**config.mk**
```make
export PLATFORM = sky130hd
export DESIGN_NAME = dssm_top
export DESIGN_NICKNAME = d
export VERILOG_FILES = /design/src/design/dssm_pkg.sv /design/src/design/dssm_fault_if.sv /design/src/design/dssm_fault_sync.sv /design/src/design/dssm_top.sv
export SDC_FILE = /design/constraint.sdc
export NUM_CORES = 1
export LEC_CHECK = 0
export ABC_AREA = 1
export BUFFER_PORTS_ARGS = -buffer_cell sky130_fd_sc_hd__buf_2
export CELL_PAD_IN_SITES_DETAIL_PLACEMENT = 1
export CELL_PAD_IN_SITES_GLOBAL_PLACEMENT = 1
export CORE_MARGIN = 1.5
export CORE_UTILIZATION = 43
export CTS_CLUSTER_SIZE = 20
export DETAILED_ROUTE_END_ITERATION = 16
export GPL_TIMING_DRIVEN = 0
export PLACE_DENSITY_LB_ADDON = 0.1
export SYNTH_ARGS = -nofsm -noshare
export SYNTH_HDL_FRONTEND = slang
export SYNTH_HIERARCHICAL = 1
export SYNTH_SLANG_ARGS = --single-unit
```
**constraint.sdc**
```tcl
create_clock -name clock -period 5.3 [get_ports clock]
set_input_delay 1.06 -clock clock [delete_from_list [all_inputs] [get_ports clock]]
set_output_delay 1.06 -clock clock [all_outputs]
set_load 0.05 [all_outputs]
```
**src/design/dssm_pkg.sv**
```systemverilog
package dssm_pkg;
	localparam int clock_mhz = 20;
	// AHB register byte addresses
	localparam logic [7:0] addr_ctrl = 8'h00;
	localparam logic [7:0] addr_status = 8'h04;
	localparam logic [7:0] addr_mask = 8'h08;
	localparam logic [7:0] addr_state = 8'h0c;
	// Control field positions
	localparam int ctrl_failure_band_select_bit = 0;
	localparam int ctrl_digital_bit = 1;
	localparam int ctrl_rise_lsb = 2;
	localparam int ctrl_fall_lsb = 4;
	localparam int ctrl_deb_lsb = 6;
	localparam logic [8:0] ctrl_reset = 9'h000;
	localparam logic [4:0] mask_reset = 5'h00;
	// Readback timeouts, upper figure of each band in microseconds
	localparam int tmo1_us = 28;
	localparam int tmo2_us = 60;
	localparam int tmo3_us = 120;
	localparam int recheck_us = 120;
	localparam int cordic_ns = 111000;
	localparam int field_recovery_us = 1000;
	localparam int tmo1_cyc = tmo1_us * clock_mhz;
	localparam int tmo2_cyc = tmo2_us * clock_mhz;
	localparam int tmo3_cyc = tmo3_us * clock_mhz;
	localparam int recheck_cyc = recheck_us * clock_mhz;
	localparam int cordic_cyc = cordic_ns / 50;
	localparam int field_recovery_cyc = field_recovery_us * clock_mhz;
	// Status bit positions
	localparam int st_latched = 0;
	localparam int st_forced = 1;
	localparam int st_supply = 2;
	localparam int st_readback = 3;
	localparam int st_recovered = 4;
	typedef enum logic [3:0]
	{
		out_normal = 4'b0001,
		out_band = 4'b0010,
		out_hiz = 4'b0100,
		out_hiz_latched = 4'b1000
	} dssm_mode_e;
endpackage

```
**src/design/dssm_fault_if.sv**
```systemverilog
`timescale 1ns/100ps
interface dssm_fault_if;
	logic watchdog_fail;
	logic offset_incomplete;
	logic cordic_overflow;
	logic field_bad;
	logic supply_fault;
	logic adc_fail;
	logic signature_fail;
	modport src (output watchdog_fail, offset_incomplete, cordic_overflow, field_bad,
		supply_fault, adc_fail, signature_fail);
	modport dst (input watchdog_fail, offset_incomplete, cordic_overflow, field_bad,
		supply_fault, adc_fail, signature_fail);
endinterface

```
**src/design/dssm_fault_sync.sv**
```systemverilog
`timescale 1ns/100ps
module dssm_fault_sync
(
	input wire logic clock,
	input wire logic reset_n,
	input wire logic [6:0] fault_pins,
	dssm_fault_if.src faults
);
	logic [6:0] stage1;
	logic [6:0] stage2;
	logic [31:0] field_count;

	always_ff @(posedge clock or negedge reset_n)
	begin
		if (!reset_n)
		begin
			stage1 <= 7'h00;
			stage2 <= 7'h00;
		end
		else
		begin
			stage1 <= fault_pins;
			stage2 <= stage1;
		end
	end

	// Field fault stays asserted for the recovery time after the field returns
	always_ff @(posedge clock or negedge reset_n)
	begin
		if (!reset_n)
			field_count <= 32'h0;
		else if (stage2[3])
			field_count <= 32'(dssm_pkg::field_recovery_cyc);
		else if (field_count != 32'h0)
			field_count <= field_count - 32'h1;
	end

	assign faults.watchdog_fail = stage2[0];
	assign faults.offset_incomplete = stage2[1];
	assign faults.cordic_overflow = stage2[2];
	assign faults.field_bad = stage2[3] || (field_count != 32'h0);
	assign faults.supply_fault = stage2[4];
	assign faults.adc_fail = stage2[5];
	assign faults.signature_fail = stage2[6];

	a_field_hold: assert property (@(posedge clock) disable iff (!reset_n)
		$fell(stage2[3]) |-> faults.field_bad [*8])
		else $error("field fault released without recovery time");
endmodule

```
**src/design/dssm_top.sv**
```systemverilog
`timescale 1ns/100ps
module dssm_top
(
	input wire logic clock,
	input wire logic rstn,
	input wire logic hsel,
	input wire logic [31:0] haddr,
	input wire logic [1:0] htrans,
	input wire logic hwrite,
	input wire logic [2:0] hsize,
	input wire logic [31:0] hwdata,
	input wire logic hready,
	output logic [31:0] hrdata,
	output logic hreadyout,
	output logic hresp,
	input wire logic [6:0] fault_pins,
	input wire logic readback_pin,
	input wire logic analog_mismatch,
	output logic out_drive_enable_n,
	output logic force_band,
	output logic band_upper,
	output logic irq
);
	logic rst_meta;
	logic reset_n;
	dssm_fault_if faults();
	dssm_pkg::dssm_mode_e mode;
	dssm_pkg::dssm_mode_e next_mode;
	logic [8:0] ctrl;
	logic [4:0] mask;
	logic [4:0] status;
	logic wr_pending;
	logic [7:0] wr_addr;
	logic rb_meta;
	logic rb_sync;
	logic rb_prev;
	logic mm_meta;
	logic mm_sync;
	logic [15:0] edge_count;
	logic edge_wait_rise;
	logic edge_wait_fall;
	logic [15:0] recheck_count;
	logic readback_err;
	logic [15:0] cordic_div;
	logic cordic_tick;
	logic [6:0] deb_count;

	always_ff @(posedge clock or negedge rstn)
	begin
		if (!rstn)
		begin
			rst_meta <= 1'b0;
			reset_n <= 1'b0;
		end
		else
		begin
			rst_meta <= 1'b1;
			reset_n <= rst_meta;
		end
	end

	dssm_fault_sync u_sync
	(
		.clock(clock),
		.reset_n(reset_n),
		.fault_pins(fault_pins),
		.faults(faults.src)
	);

	////////////////////////////////////////////////////////////////////////////////
	// Readback monitors

	function automatic logic [15:0] timeout_cycles(input logic [1:0] code);
		case (code)
			2'b01: timeout_cycles = 16'(dssm_pkg::tmo1_cyc);
			2'b10: timeout_cycles = 16'(dssm_pkg::tmo2_cyc);
			2'b11: timeout_cycles = 16'(dssm_pkg::tmo3_cyc);
			default: timeout_cycles = 16'h0;
		endcase
	endfunction

	always_ff @(posedge clock or negedge reset_n)
	begin
		if (!reset_n)
		begin
			rb_meta <= 1'b0;
			rb_sync <= 1'b0;
			rb_prev <= 1'b0;
			mm_meta <= 1'b0;
			mm_sync <= 1'b0;
		end
		else
		begin
			rb_meta <= readback_pin;
			rb_sync <= rb_meta;
			rb_prev <= rb_sync;
			mm_meta <= analog_mismatch;
			mm_sync <= mm_meta;
		end
	end

	wire digital_variant = ctrl[dssm_pkg::ctrl_digital_bit];
	wire [1:0] readback_rise_timeout_sel = ctrl[dssm_pkg::ctrl_rise_lsb +: 2];
	wire [1:0] readback_fall_timeout_sel = ctrl[dssm_pkg::ctrl_fall_lsb +: 2];
	wire [2:0] analog_readback_debounce = ctrl[dssm_pkg::ctrl_deb_lsb +: 3];
	wire rb_fell = rb_prev && !rb_sync;
	wire rb_rose = !rb_prev && rb_sync;
	wire rechecking = recheck_count != 16'h0;
	wire edge_limit = edge_wait_rise ? (edge_count >= timeout_cycles(readback_rise_timeout_sel))
		: (edge_count >= timeout_cycles(readback_fall_timeout_sel));
	wire edge_timeout = digital_variant && (edge_wait_rise || edge_wait_fall) && edge_limit;
	wire [6:0] deb_limit = (analog_readback_debounce == 3'h0) ? 7'h0
		: 7'(7'h1 << (analog_readback_debounce - 3'h1));
	wire analog_timeout = !digital_variant && (analog_readback_debounce != 3'h0)
		&& (deb_count >= deb_limit);

	// Edge watch: a falling edge must be followed by a rising one, and vice versa
	always_ff @(posedge clock or negedge reset_n)
	begin
		if (!reset_n)
		begin
			edge_wait_rise <= 1'b0;
			edge_wait_fall <= 1'b0;
			edge_count <= 16'h0;
		end
		else if (edge_timeout || rechecking || !digital_variant)
		begin
			edge_wait_rise <= 1'b0;
			edge_wait_fall <= 1'b0;
			edge_count <= 16'h0;
		end
		else
		begin
			edge_wait_rise <= rb_fell ? (readback_rise_timeout_sel != 2'b00)
				: (edge_wait_rise && !rb_rose);
			edge_wait_fall <= rb_rose ? (readback_fall_timeout_sel != 2'b00)
				: (edge_wait_fall && !rb_fell);
			edge_count <= (rb_fell || rb_rose) ? 16'h0 : edge_count + 16'h1;
		end
	end

	// Angle cycle divider for the analog debounce
	assign cordic_tick = cordic_div == 16'(dssm_pkg::cordic_cyc - 1);
	always_ff @(posedge clock or negedge reset_n)
	begin
		if (!reset_n)
			cordic_div <= 16'h0;
		else
			cordic_div <= cordic_tick ? 16'h0 : cordic_div + 16'h1;
	end

	always_ff @(posedge clock or negedge reset_n)
	begin
		if (!reset_n)
			deb_count <= 7'h0;
		else if (!mm_sync || rechecking || digital_variant)
			deb_count <= 7'h0;
		else if (cordic_tick && deb_count != 7'h7f)
			deb_count <= deb_count + 7'h1;
	end

	// Hold hi-z for the recheck delay, then look again
	always_ff @(posedge clock or negedge reset_n)
	begin
		if (!reset_n)
			recheck_count <= 16'h0;
		else if (edge_timeout || analog_timeout)
			recheck_count <= 16'(dssm_pkg::recheck_cyc);
		else if (rechecking)
			recheck_count <= recheck_count - 16'h1;
	end
	assign readback_err = rechecking;

	////////////////////////////////////////////////////////////////////////////////
	// Safe state selection

	wire latch_fault = faults.watchdog_fail || faults.adc_fail || faults.signature_fail;
	wire hiz_fault = faults.supply_fault || readback_err;
	wire band_fault = faults.offset_incomplete || faults.cordic_overflow || faults.field_bad;

	always_comb
	begin
		if (mode == dssm_pkg::out_hiz_latched || latch_fault)
			next_mode = dssm_pkg::out_hiz_latched;
		else if (hiz_fault)
			next_mode = dssm_pkg::out_hiz;
		else if (band_fault)
			next_mode = dssm_pkg::out_band;
		else
			next_mode = dssm_pkg::out_normal;
	end

	always_ff @(posedge clock or negedge reset_n)
	begin
		if (!reset_n)
			mode <= dssm_pkg::out_normal;
		else
			mode <= next_mode;
	end

	always_comb
	begin
		case (mode)
			dssm_pkg::out_normal:
			begin
				out_drive_enable_n = 1'b0;
				force_band = 1'b0;
			end
			dssm_pkg::out_band:
			begin
				out_drive_enable_n = 1'b0;
				force_band = 1'b1;
			end
			default:
			begin
				out_drive_enable_n = 1'b1;
				force_band = 1'b0;
			end
		endcase
	end
	assign band_upper = ctrl[dssm_pkg::ctrl_failure_band_select_bit];

	////////////////////////////////////////////////////////////////////////////////
	// AHB-Lite slave, zero wait states

	wire take = hsel && hready && htrans[1];
	wire rd_status = take && !hwrite && haddr[7:0] == dssm_pkg::addr_status;
	wire [3:0] events = {readback_err, faults.supply_fault, band_fault, latch_fault};
	// Recovery is flagged once, on the step back into normal output
	wire recovered_evt = mode != dssm_pkg::out_normal && next_mode == dssm_pkg::out_normal;
	wire [4:0] set_bits = {recovered_evt, events};

	always_ff @(posedge clock or negedge reset_n)
	begin
		if (!reset_n)
		begin
			wr_pending <= 1'b0;
			wr_addr <= 8'h00;
			hrdata <= 32'h0;
		end
		else
		begin
			wr_pending <= take && hwrite;
			wr_addr <= haddr[7:0];
			if (take && !hwrite)
				case (haddr[7:0])
					dssm_pkg::addr_ctrl: hrdata <= {23'h0, ctrl};
					dssm_pkg::addr_status: hrdata <= {27'h0, status};
					dssm_pkg::addr_mask: hrdata <= {27'h0, mask};
					dssm_pkg::addr_state: hrdata <= {28'h0, mode};
					default: hrdata <= 32'h0;
				endcase
		end
	end

	always_ff @(posedge clock or negedge reset_n)
	begin
		if (!reset_n)
		begin
			ctrl <= dssm_pkg::ctrl_reset;
			mask <= dssm_pkg::mask_reset;
		end
		else if (wr_pending && wr_addr == dssm_pkg::addr_ctrl)
			ctrl <= hwdata[8:0];
		else if (wr_pending && wr_addr == dssm_pkg::addr_mask)
			mask <= hwdata[4:0];
	end

	// Setting wins over the read that clears
	always_ff @(posedge clock or negedge reset_n)
	begin
		if (!reset_n)
			status <= 5'h00;
		else
			status <= (rd_status ? 5'h00 : status) | set_bits;
	end

	assign hreadyout = 1'b1;
	assign hresp = 1'b0;
	assign irq = |(status & mask);

	a_latch_holds: assert property (@(posedge clock) disable iff (!reset_n)
		faults.watchdog_fail |=> (mode == dssm_pkg::out_hiz_latched) [*8])
		else $error("watchdog fault not latched");
	a_sig_latch: assert property (@(posedge clock) disable iff (!reset_n)
		$past(mode) == dssm_pkg::out_hiz_latched |-> mode == dssm_pkg::out_hiz_latched)
		else $error("latched hi-z released");
	a_offset_band: assert property (@(posedge clock) disable iff (!reset_n)
		(faults.offset_incomplete && !latch_fault && !hiz_fault && mode != dssm_pkg::out_hiz_latched)
		|=> force_band)
		else $error("offset fault not forcing band");
	a_cordic_band: assert property (@(posedge clock) disable iff (!reset_n)
		(faults.cordic_overflow && !latch_fault && !hiz_fault && mode != dssm_pkg::out_hiz_latched)
		|=> force_band && !out_drive_enable_n)
		else $error("overflow not forcing band");
	a_supply_hiz: assert property (@(posedge clock) disable iff (!reset_n)
		faults.supply_fault |=> out_drive_enable_n && !force_band)
		else $error("supply fault not hi-z");
	a_supply_free: assert property (@(posedge clock) disable iff (!reset_n)
		(mode == dssm_pkg::out_hiz && !latch_fault && !hiz_fault && !band_fault)
		|=> mode == dssm_pkg::out_normal)
		else $error("supply fault not released");
	a_edge_hiz: assert property (@(posedge clock) disable iff (!reset_n)
		edge_timeout |-> ##2 out_drive_enable_n [*2])
		else $error("missing edge not hi-z");
	a_rise_limit: assert property (@(posedge clock) disable iff (!reset_n)
		(digital_variant && edge_wait_rise && readback_rise_timeout_sel == 2'b01 && !rechecking
		&& edge_count == 16'(dssm_pkg::tmo1_cyc)) |=> rechecking)
		else $error("rise timeout wrong");
	a_analog_hiz: assert property (@(posedge clock) disable iff (!reset_n)
		analog_timeout |=> recheck_count == 16'(dssm_pkg::recheck_cyc))
		else $error("analog mismatch not caught");
endmodule

```
==> results.toml <==
[synthesis]
ys.flop_type = "dfrtp_1"
synth-edff-count = 0
netlist_top_cells_area = "dfrtp_1 44%, nand2_1 9.8%, nor2_1 6.9%"
synthCells = 1067
yosys.area_share.simple_pct = 33.3
yosysTopAreaCell = "dfrtp_1"
avgSynthCellArea_sq_um = 8.08
synth_top_family_by_area = "simple AND/OR/NAND/NOR gates"
yosys.cell_count.top_type = "nand2_1"
synth_common_cells = "225 x nand2_1, 158 x nor2_1, 150 x dfrtp_1, 129 x inv_1, 86 x nand3_1"
ys_ff_latch = 151
synthMuxAreaShare_pct = 0
syn_area_sq_mm = 0.00862
synth_cell_types = 49
async_reset_ff_share_pct = 100
ys_warn_count = 6
synth-xor-area-share_pct = 2.64
yosysSeqAreaShare_pct = 43.8
synth_compound_area_share_pct = 5.07
synth_top_area_share_pct = 43.5
synth_fa_ha_area_share_pct = 5.81

[worst_setup_path]
critical_path_arrival_ns = 1.99
required_ns = 4.24
start_kind = "flip-flop"
end_kind = "output port"
r2r_slack_ns = 2.83
path_class = "reg -> out"
critPathMaxFanout = 3

[power]
total_power_mw = 2.76
p_leak_nw = 4.97
ir_worst_vdd_uv = 230
power.density_mw_per_mm2 = 278

[final_layout]
drive_gt1_share_pct = 15.6
nFillCells = 2416
diodes = 0
nets = 1279
area_growth_pct = 15.2

[timing]
finalSetupViolCount = 0
whs_ns = 0.351
fin_skew_ns = 0.00912
slew_headroom_pct = 41.0
fmax_ghz = 0.328
drv_slew = 0
tightest_slew_ns = 0.877
finalCritPeriodShare_pct = 57.5
rsz0062_at_grt = "no"
fin_crit_ns = 3.05
hold_viol = 0

[floorplanning]
io_pins = 121
die_w_microns = 145
rows = 51
dieArea_sq_mm = 0.0209
fp.dieH_microns = 145
core_area_sq_mm = 0.0196
initial_core_util_pct = 44.0

[clock_tree]
cts.path.max_buffers = 2
post_cts_buffers = 0
clock-root-buffer = "clkbuf_16"
htreeDepth = 4
clock_latency_ns = 0.43
clk_pin_slew_worst_paths_ns = 0.07
hold_buffers = 0
cts_buffers = 17
cts.sinks = 151
cts_tree = "done"
cts_resized = 0

[route]
ant_nets = 0
vias = 7117
drt_first_pass_iters = 4
drt_iter0_drc = 291
drc_errors = 0
viasPerCell = 4.96
wl_per_cell_microns = 15.2
drt_wl_total_mm = 21.7

[grt]
grt_remaining_overflow = 0
grt_pass1_vias = 7445
grt_pass1_wl_mm = 36.9
grt_max_degree = 60
grt_usage_pct = 22.7
antenna_found_initial = 0

[flow_run]
drv_cap = 0

[placed_design]
port_buffers = 44
place_hpwl_mm = 16.6
place_congestion = 0.868

[run_status]
status = "completed"

[hold_path]
hold_class = "reg -> reg"
-- kinds of logic (layout without fill, tap and decap cells) --
kind of cell             after synthesis  in the layout
AND/OR/NAND/NOR                      592            592
adder cells (fa/ha/maj)               40             40
XOR/XNOR                              26             26
flip-flops                           151            151
buffers and inverters                177            255
other                                  2             26
AO/OA/AOI/OAI                         79             79
-- where the power goes --
group / total (mW) / internal, mW / leakage [nW] / switching (mW)
clock network: 1.26 / 0.733 / 0.295 / 0.530
logic: 0.244 / 0.0795 / 2.85 / 0.165
registers: 1.25 / 1.20 / 1.83 / 0.0546
total: 2.76 / 2.01 / 4.97 / 0.749
-- through the flow --
stage	setup WS, ns	setup TNS, ns	instances	instance area (sq um)	util (%)
2_1_floorplan	0.783	0	1091	8710	-
3_3_place_gp	-1.22	-178.35	1400	9260	47.3
3_5_place_dp	2.77	0	1402	9320	47.6
4_1_cts	2.30	0	1434	9930	50.7
5_1_grt	2.25	0	1434	9930	50.7
6_report	2.25	0	1434	9930	50.7
-- flip-flops by register name (all words and copies together), names as in the netlist, 4 cells and up --
register,flops
u_sync/stage2,7
deb_count,7
wr_addr,8
mode,4
status,5
cordic_div,16
ctrl,9
u_sync/field_count,32
mask,5
hrdata,9
recheck_count,16
edge_count,16
u_sync/stage1,7
-- final cells by class --
cell class / instances / area, sq um / share of cell area, %
Multi-Input combinational cell: 763 / 4130 / 41.6
Sequential cell: 151 / 3780 / 38.1
Inverter: 142 / 533 / 5.37
Clock buffer: 19 / 453 / 4.56
Tap cell: 265 / 332 / 3.34
Timing Repair Buffer: 46 / 275 / 2.77
Buffer: 35 / 264 / 2.66
Clock inverter: 13 / 159 / 1.60
-- critical path: stages (launching register included) --
cell	delay, ns
dfrtp_1	0.40
nor4_1	0.76
buf_2	0.40
-- metal layers --
layer / up-vias / track usage [%] / share of wire [%]
met4: 0 / 6.11 / 1.3
met3: 19 / 3.58 / 2.2
met1: 3472 / 29.5 / 48
li1: 3543 / - / -
met2: 83 / 39.2 / 49
met5: - / 0 / 0
-- worst paths after layout --
| check | cells past startpoint | start | to |
|---|---|---|---|
| setup / recovery | 2 | mode[2] | force_band |
| hold / removal | 0 | u_sync/stage1[1] | u_sync/stage2[1] |
| setup reg to reg | 10 | u_sync/field_count[0] | status[4] |
| hold reg to reg | 0 | u_sync/stage1[1] | u_sync/stage2[1] |
| max in group asynchronous | 2 | reset_n | mode[0] |
| min in group asynchronous | 1 | rstn | reset_n |
-- placed cells by master, fill, tap and decap left out, drive strengths merged, types with 3 or more instances in the layout --
cell    Yosys  routed
nand3b      5       5
inv       139     144
nor4        6       6
a21oi      20      20
xor2       21      21
nor2      194     194
ha         40      40
o21ai      44      44
nand4      31      31
or2         3       3
xnor2       5       5
buf        32      78
o21bai      6       6
dfrtp     150     150
nand3      90      90
conb        2      26
nand2     235     235
nor3       24      24
clkbuf      3      22
clkinv      3       7
No activity file was read; power rests on OpenSTA's default activity.
